--- config.mk ---
export PLATFORM = sky130hd
export DESIGN_NAME = psc_strap_config
export DESIGN_NICKNAME = d
export VERILOG_FILES = /design/src/include/psc_pkg.sv /design/src/hdl/psc_strap_config.sv
export SDC_FILE = /design/constraint.sdc
export NUM_CORES = 1
export LEC_CHECK = 0
export CAP_MARGIN = 30
export CORE_UTILIZATION = 56
export CTS_CLUSTER_SIZE = 24
export DETAILED_ROUTE_END_ITERATION = 6
export DONT_BUFFER_PORTS = 1
export HOLD_SLACK_MARGIN = 0.02
export MAX_ROUTING_LAYER = met4
export PLACE_DENSITY = 0.75
export SETUP_SLACK_MARGIN = 0.05
export SYNTH_ARGS = -nofsm -noshare
export SYNTH_HDL_FRONTEND = slang
export SYNTH_SLANG_ARGS = --single-unit
--- constraint.sdc ---
create_clock -name I_CLOCK -period 1.5 [get_ports I_CLOCK]
set_clock_uncertainty 0.1 [all_clocks]
set_input_delay 0.375 -clock I_CLOCK [delete_from_list [all_inputs] [get_ports I_CLOCK]]
set_output_delay 0.375 -clock I_CLOCK [all_outputs]
set_load 0.005 [all_outputs]
--- src/include/psc_pkg.sv ---
package psc_pkg;
    // Reference rate of the logic clock, kept for derived timing.
    localparam int unsigned CLOCK_MHZ = 250;
    // Positions of the pins inside the synchronised input vector.
    localparam int unsigned PIN_HW_RESET_N = 0;
    localparam int unsigned PIN_DUPLEX = 1;
    localparam int unsigned PIN_OP_LO = 2;
    localparam int unsigned PIN_OP_HI = 3;
    localparam int unsigned PIN_TX_DIS = 4;
    localparam int unsigned PIN_TX_DIS_FLOAT = 5;
    localparam int unsigned PIN_TEST_SEL = 6;
    localparam int unsigned PIN_TEST_SEL_FLOAT = 7;
    localparam int unsigned PIN_PS_THRESH = 8;
    localparam int unsigned PIN_FIBER_SD = 9;
    localparam int unsigned PIN_FIBER_SEL_N = 10;
    localparam int unsigned PIN_COUNT = 11;
    // Value during reset of the fiber, back-to-back, clock-direction, transmit-disable and loopback outputs.
    localparam logic CTRL_RESET = 1'h0;
    // Power-saving control bit location in the management map.
    localparam logic [4:0] PS_REG_ADDR = 5'h1F;
    localparam int unsigned PS_REG_BIT = 15;
endpackage

--- src/hdl/psc_strap_config.sv ---
`timescale 1ns/1ps
// Functional notes
// All logic runs from the single reference-derived system clock.
// Duplex strap is sampled during reset; high means full duplex.
// Two operating-select straps are latched at reset and power-up.
// Active-low hardware reset forces all logic to a known state. The code leaves the two pin synchroniser stages running under reset.
// Transmit-disable strap high suppresses transmit; floating means normal. The code suppresses transmit only while test-select is also high.
// Disable and test-select pins decode to transmit-off or loopback.
// Power-saving bit starts from its strap; low disables, else enables.
// In fiber mode that strap selects signal-detect threshold instead.
// Fiber signal-detect input reports fiber receive signal presence.
// Test-select high gives back-to-back mode; transmit clock is input.
// Low active-low fiber-select input places the device in fiber mode.
// Captured straps stay stable until the next reset.
module psc_strap_config (
    input wire logic I_CLOCK, // System clock, 250 MHz.
    input wire logic I_SYS_RST, // Synchronous reset, active high.
    input wire logic I_HW_RESET_N, // Hardware reset pin, active low.
    input wire logic I_DUPLEX_STRAP, // Duplex strap pin.
    input wire logic I_OP_SELECT_STRAP_LO, // Operating-select strap, bit 0.
    input wire logic I_OP_SELECT_STRAP_HI, // Operating-select strap, bit 1.
    input wire logic I_TX_DISABLE_LOOP_STRAP, // Transmit-disable pin level.
    input wire logic I_TX_DISABLE_LOOP_FLOAT, // Pad sees that pin floating.
    input wire logic I_TEST_SELECT_PIN, // Test-select pin level.
    input wire logic I_TEST_SELECT_FLOAT, // Pad sees test-select floating.
    input wire logic I_POWER_SAVE_THRESHOLD_STRAP, // Power-save strap pin.
    input wire logic I_FIBER_SIGNAL_DETECT, // Fiber signal-detect pin.
    input wire logic I_FIBER_SELECT_N, // Fiber select pin, active low.
    input wire logic I_POWER_SAVE_WR, // Management write of power-save bit.
    input wire logic I_POWER_SAVE_WDATA, // Value for that write.
    output logic O_LOGIC_RESET, // Internal reset in force.
    output logic O_FULL_DUPLEX, // Captured duplex strap.
    output logic [1:0] O_OP_SELECT, // Captured operating-select code.
    output logic O_POWER_SAVE, // Power-saving control bit.
    output logic O_FIBER_SIGNAL_DETECT_THRESHOLD, // Fiber signal-detect threshold select.
    output logic O_FIBER_MODE, // Fiber mode selected.
    output logic O_FIBER_SIGNAL, // Fiber receive signal present.
    output logic O_BACK_TO_BACK, // Back-to-back media converter mode.
    output logic O_TXC_IS_INPUT, // Transmit clock pin turned to input.
    output logic O_TX_DISABLE, // Transmit suppressed.
    output logic O_LOCAL_LOOPBACK, // Local loopback selected.
    output logic O_REMOTE_LOOPBACK // Remote loopback selected.
);
    localparam int unsigned N = psc_pkg::PIN_COUNT;

    logic [N-1:0] pin_meta;
    logic [N-1:0] pin;
    wire [N-1:0] pin_raw = {I_FIBER_SELECT_N, I_FIBER_SIGNAL_DETECT,
        I_POWER_SAVE_THRESHOLD_STRAP, I_TEST_SELECT_FLOAT, I_TEST_SELECT_PIN,
        I_TX_DISABLE_LOOP_FLOAT, I_TX_DISABLE_LOOP_STRAP,
        I_OP_SELECT_STRAP_HI, I_OP_SELECT_STRAP_LO, I_DUPLEX_STRAP,
        I_HW_RESET_N};

    // Every pin is asynchronous to the clock, so all pass two stages. The
    // stages keep running under reset so that the straps are settled in
    // them by the time the capture registers sample them.
    always_ff @(posedge I_CLOCK) begin
        pin_meta <= pin_raw;
        pin <= pin_meta;
    end

    // A pin level counts only while its pad does not sense it open.
    function automatic logic pin_driven(input logic level,
        input logic floating);
        return level & ~floating;
    endfunction

    wire in_rst = I_SYS_RST | ~pin[psc_pkg::PIN_HW_RESET_N];
    wire dis_float = pin[psc_pkg::PIN_TX_DIS_FLOAT];
    wire dis_high = pin_driven(pin[psc_pkg::PIN_TX_DIS], dis_float);
    wire dis_low = pin_driven(~pin[psc_pkg::PIN_TX_DIS], dis_float);
    wire tst_float = pin[psc_pkg::PIN_TEST_SEL_FLOAT];
    wire tst_high = pin_driven(pin[psc_pkg::PIN_TEST_SEL], tst_float);
    wire fiber = ~pin[psc_pkg::PIN_FIBER_SEL_N];
    wire ps_strap = pin[psc_pkg::PIN_PS_THRESH];
    wire next_tx_disable = dis_high & tst_high;
    wire next_local_loop = dis_high & tst_float;
    wire next_remote_loop = dis_low;
    wire next_signal = fiber & pin[psc_pkg::PIN_FIBER_SD];
    // In fiber mode the strap feeds the threshold and power saving is off.
    wire next_ps_init = fiber ? 1'h0 : ps_strap;

    // Straps follow the pins while reset lasts and freeze at its release.
    always_ff @(posedge I_CLOCK) begin
        if (in_rst) begin
            O_FULL_DUPLEX <= pin[psc_pkg::PIN_DUPLEX];
            O_OP_SELECT <= {pin[psc_pkg::PIN_OP_HI],
                pin[psc_pkg::PIN_OP_LO]};
            O_FIBER_SIGNAL_DETECT_THRESHOLD <= ps_strap & fiber;
        end
    end

    always_ff @(posedge I_CLOCK) begin
        if (in_rst) begin
            O_POWER_SAVE <= next_ps_init;
        end else if (I_POWER_SAVE_WR) begin
            O_POWER_SAVE <= I_POWER_SAVE_WDATA;
        end
    end

    always_ff @(posedge I_CLOCK) begin
        O_LOGIC_RESET <= in_rst;
        if (in_rst) begin
            O_FIBER_MODE <= psc_pkg::CTRL_RESET;
            O_FIBER_SIGNAL <= psc_pkg::CTRL_RESET;
            O_BACK_TO_BACK <= psc_pkg::CTRL_RESET;
            O_TXC_IS_INPUT <= psc_pkg::CTRL_RESET;
            O_TX_DISABLE <= psc_pkg::CTRL_RESET;
            O_LOCAL_LOOPBACK <= psc_pkg::CTRL_RESET;
            O_REMOTE_LOOPBACK <= psc_pkg::CTRL_RESET;
        end else begin
            O_FIBER_MODE <= fiber;
            O_FIBER_SIGNAL <= next_signal;
            O_BACK_TO_BACK <= tst_high;
            O_TXC_IS_INPUT <= tst_high;
            O_TX_DISABLE <= next_tx_disable;
            O_LOCAL_LOOPBACK <= next_local_loop;
            O_REMOTE_LOOPBACK <= next_remote_loop;
        end
    end
endmodule

==> impl_metrics.env <==
export IMPL_layout_worst_path_cycle_share_pct=78.8
export IMPL_power_leakage_nw=0.419
export IMPL_worstHoldPathType="input port to register"
export IMPL_cp_data_required_time_ns=1.02
export IMPL_die_area_um2=1700
export IMPL_postCtsResizedCells=0
export IMPL_antenna_left=0
export IMPL_diodes=0
export IMPL_route_vias_total=384
export IMPL_postRouteWirelength_um=917
export IMPL_timing_critical_path_to_type="primary output"
export IMPL_portBuffers=0
export IMPL_worstSetupStartpoint="O_FIBER_SIGNAL_DETECT_THRESHOLD$_DFFE_PP_"
export IMPL_report_power_total_mw=1.46
export IMPL_hold_ws_ns=0.174
export IMPL_fmaxAchievable_ghz=0.846
export IMPL_drive_gt1_share_pct=13.2
export IMPL_cts_tree="built"
export IMPL_finalSetupViolCount=0
export IMPL_fp_dieH_um=41.3
export IMPL_clkLatencyLatePin_ns=0.30
export IMPL_ctsHtreeMaxLevel=2
export IMPL_ir_worst_vdd_uv=1280
export IMPL_final_cell_mix="sky130_fd_sc_hd__dfxtp_1, sky130_fd_sc_hd__dlygate4sd3_1, sky130_fd_sc_hd__edfxtp_1, sky130_fd_sc_hd__clkbuf_4"
export IMPL_viasPerCell=4.63
export IMPL_clkSlewWorstSetupHoldPaths_ns=0.09
export IMPL_grt_start_max_net_pins=14
export IMPL_hold_viol_final=0
export IMPL_post_synth_num_cell_types=16
export IMPL_setup_repair_after_global_routing_missed_its_margin="no"
export IMPL_ctsRootBufferMaster="sky130_fd_sc_hd__clkbuf_4"
export IMPL_initial_core_util_pct=63.3
export IMPL_outcome="complete, no violations"
export IMPL_slew_headroom_pct=87.0
export IMPL_rr_worst_depth=2
export IMPL_hold_end="O_POWER_SAVE$_DFFE_PP_"
export IMPL_worstSetupPathType="register to primary output"
export IMPL_worst_slew_pin_slew_ns=0.194
export IMPL_r2r_start="pin[0]$_DFF_P_"
export IMPL_top_level_ports=28
export IMPL_crit_path_start_kind="register"
export IMPL_synth_yosys_seq_area_share_pct=84.5
export IMPL_grt_remaining_overflow=0
export IMPL_cts_sinks=34
export IMPL_drt_pass1_iter_count=4
export IMPL_cts_inserted_buffers=5
export IMPL_crit_fanout=1
export IMPL_track_usage_pct=15.0
export IMPL_most_common_library_cell_in_the_layout_ignoring_fill_and_taps="sky130_fd_sc_hd__dfxtp_1"
export IMPL_yosys_warnings=0
export IMPL_detailed_place_hpwl_um=667
export IMPL_crit_reg2reg_capture="O_POWER_SAVE$_DFFE_PP_"
export IMPL_gp_routability_congestion=0.546
export IMPL_avgRoutedWirePerCell_um=11.0
export IMPL_max_cap_violations=0
export IMPL_grt_pass1_wl_um=1410
export IMPL_synthesis_area_um2=865
export IMPL_timing_reg2reg_setup_slack_ns=0.43
export IMPL_fin_tns_setup_ns=0
export IMPL_die_width_um=41.3
export IMPL_crit_arrival_ns=0.71
export IMPL_fin_nets=82
export IMPL_fillers=93
export IMPL_flow_area_growth_from_synthesis_pct=18.4
export IMPL_final_max_slew_violation_count=0
export IMPL_first_global_vias=352
export IMPL_number_of_antenna_violations_at_the_first_check_in_global_routing=0
export IMPL_pwr_density_cell_nw_per_um2=1430
export IMPL_drt_first_iter_violations=7
export IMPL_number_of_register_bits_inferred_by_synthesis=34
export IMPL_design_core_area_um2=1370
export IMPL_avg_cell_area_syn_um2=17.0
export IMPL_route_detailed_drc=0
export IMPL_syn_inst=51
export IMPL_mappedNetlistNets=66
export IMPL_clk_path_buf_depth=2
export IMPL_holdCritStartpoint="I_POWER_SAVE_WR"
export IMPL_min_delay_path_depth=1
export IMPL_fin_crit_ns=1.18
export IMPL_floorplan_rows=13
## logic make-up (layout without fill, tap and decap cells)
family                 Yosys count  in the layout  synth area share (%)
buffers and inverters            5             22                  3.47
and+or+nand+nor                 11             11                  10.9
DFF                             34             34                  84.5
muxes                            1              1                  1.16
## power breakdown
part	internal (mW)	total, mW	switching [mW]
clock	0.186	0.422	0.236
sequential	0.974	0.993	0.0198
combinational	0.0275	0.0438	0.0162
total	1.19	1.46	0.272
## worst max path at each step
stage | end | slack, ns | depth (start not counted)
6_report | O_FIBER_SIGNAL_DETECT_THRESHOLD | 0.32 | 0
5_1_grt | O_FIBER_SIGNAL_DETECT_THRESHOLD | 0.26 | 0
4_1_cts | O_FIBER_SIGNAL_DETECT_THRESHOLD | 0.30 | 0
3_5_place_dp | O_POWER_SAVE$_DFFE_PP_ | 0.33 | 2
3_3_place_gp | O_POWER_SAVE$_DFFE_PP_ | 0.34 | 2
2_1_floorplan | O_POWER_SAVE$_DFFE_PP_ | 0.32 | 3
## state kept, by name, summed over array words and instances, names as in the netlist
| register | count |
|---|---|
| pin | 11 |
| pin_meta | 11 |
| O_OP_SELECT | 2 |
| O_FIBER_MODE | 1 |
| O_FIBER_SIGNAL | 1 |
| O_FIBER_SIGNAL_DETECT_THRESHOLD | 1 |
| O_FULL_DUPLEX | 1 |
| O_LOCAL_LOOPBACK | 1 |
| O_LOGIC_RESET | 1 |
| O_POWER_SAVE | 1 |
| O_REMOTE_LOOPBACK | 1 |
| O_TXC_IS_INPUT | 1 |
| O_TX_DISABLE | 1 |
## cell usage after synthesis
library cell                n  share of area, %
sky130_fd_sc_hd__mux2i_1    1               1.2
sky130_fd_sc_hd__nand2_1    1              0.43
sky130_fd_sc_hd__dfxtp_1   29                67
sky130_fd_sc_hd__nor3_1     2               1.2
sky130_fd_sc_hd__nor2_1     1              0.43
sky130_fd_sc_hd__nor4_4     1               2.5
sky130_fd_sc_hd__or2_1      1              0.72
sky130_fd_sc_hd__buf_4      1              0.87
sky130_fd_sc_hd__nor3_2     1               1.2
sky130_fd_sc_hd__nor2b_1    1              0.72
sky130_fd_sc_hd__nand2b_4   1               1.6
sky130_fd_sc_hd__buf_6      1               1.3
sky130_fd_sc_hd__edfxtp_1   5                17
sky130_fd_sc_hd__inv_1      3               1.3
sky130_fd_sc_hd__nor3b_2    1               1.4
sky130_fd_sc_hd__nand2b_1   1              0.72
## metrics by stage
step           area (µm²)  instances  setup WS [ns]  util [%]
4_1_cts              1020         83          0.301      74.9
3_3_place_gp          865         64          0.336      63.3
6_report             1020         83          0.318      74.9
5_1_grt              1020         83          0.256      74.9
3_5_place_dp          865         64          0.331      63.3
2_1_floorplan         865         51          0.318         -
## repair_timing
action / 4_1_cts / 5_1_grt
endpoints found under the hold margin: 11 / 0
hold buffers: 11 / 0
setup buffers: 0 / 0
## layout make-up
class / count / area (µm²) / area share, %
sequential: 34 / 731 / 71.4
timing repair buffer: 11 / 110 / 10.8
multi-input combinational: 12 / 104 / 10.1
clock buffer: 8 / 48.8 / 4.77
tap: 15 / 18.8 / 1.83
inverter: 3 / 11.3 / 1.10
## per-layer routing
metal	wire, µm	part of all wire (%)	track usage [%]	vias up
met5	0	0	-	-
met4	0	0	9.68	0
met3	82	8.9	7.98	0
met2	511	56	22.7	25
met1	324	35	15.0	167
li1	-	-	-	192
Note: power is estimated with default switching activity, not from simulation.
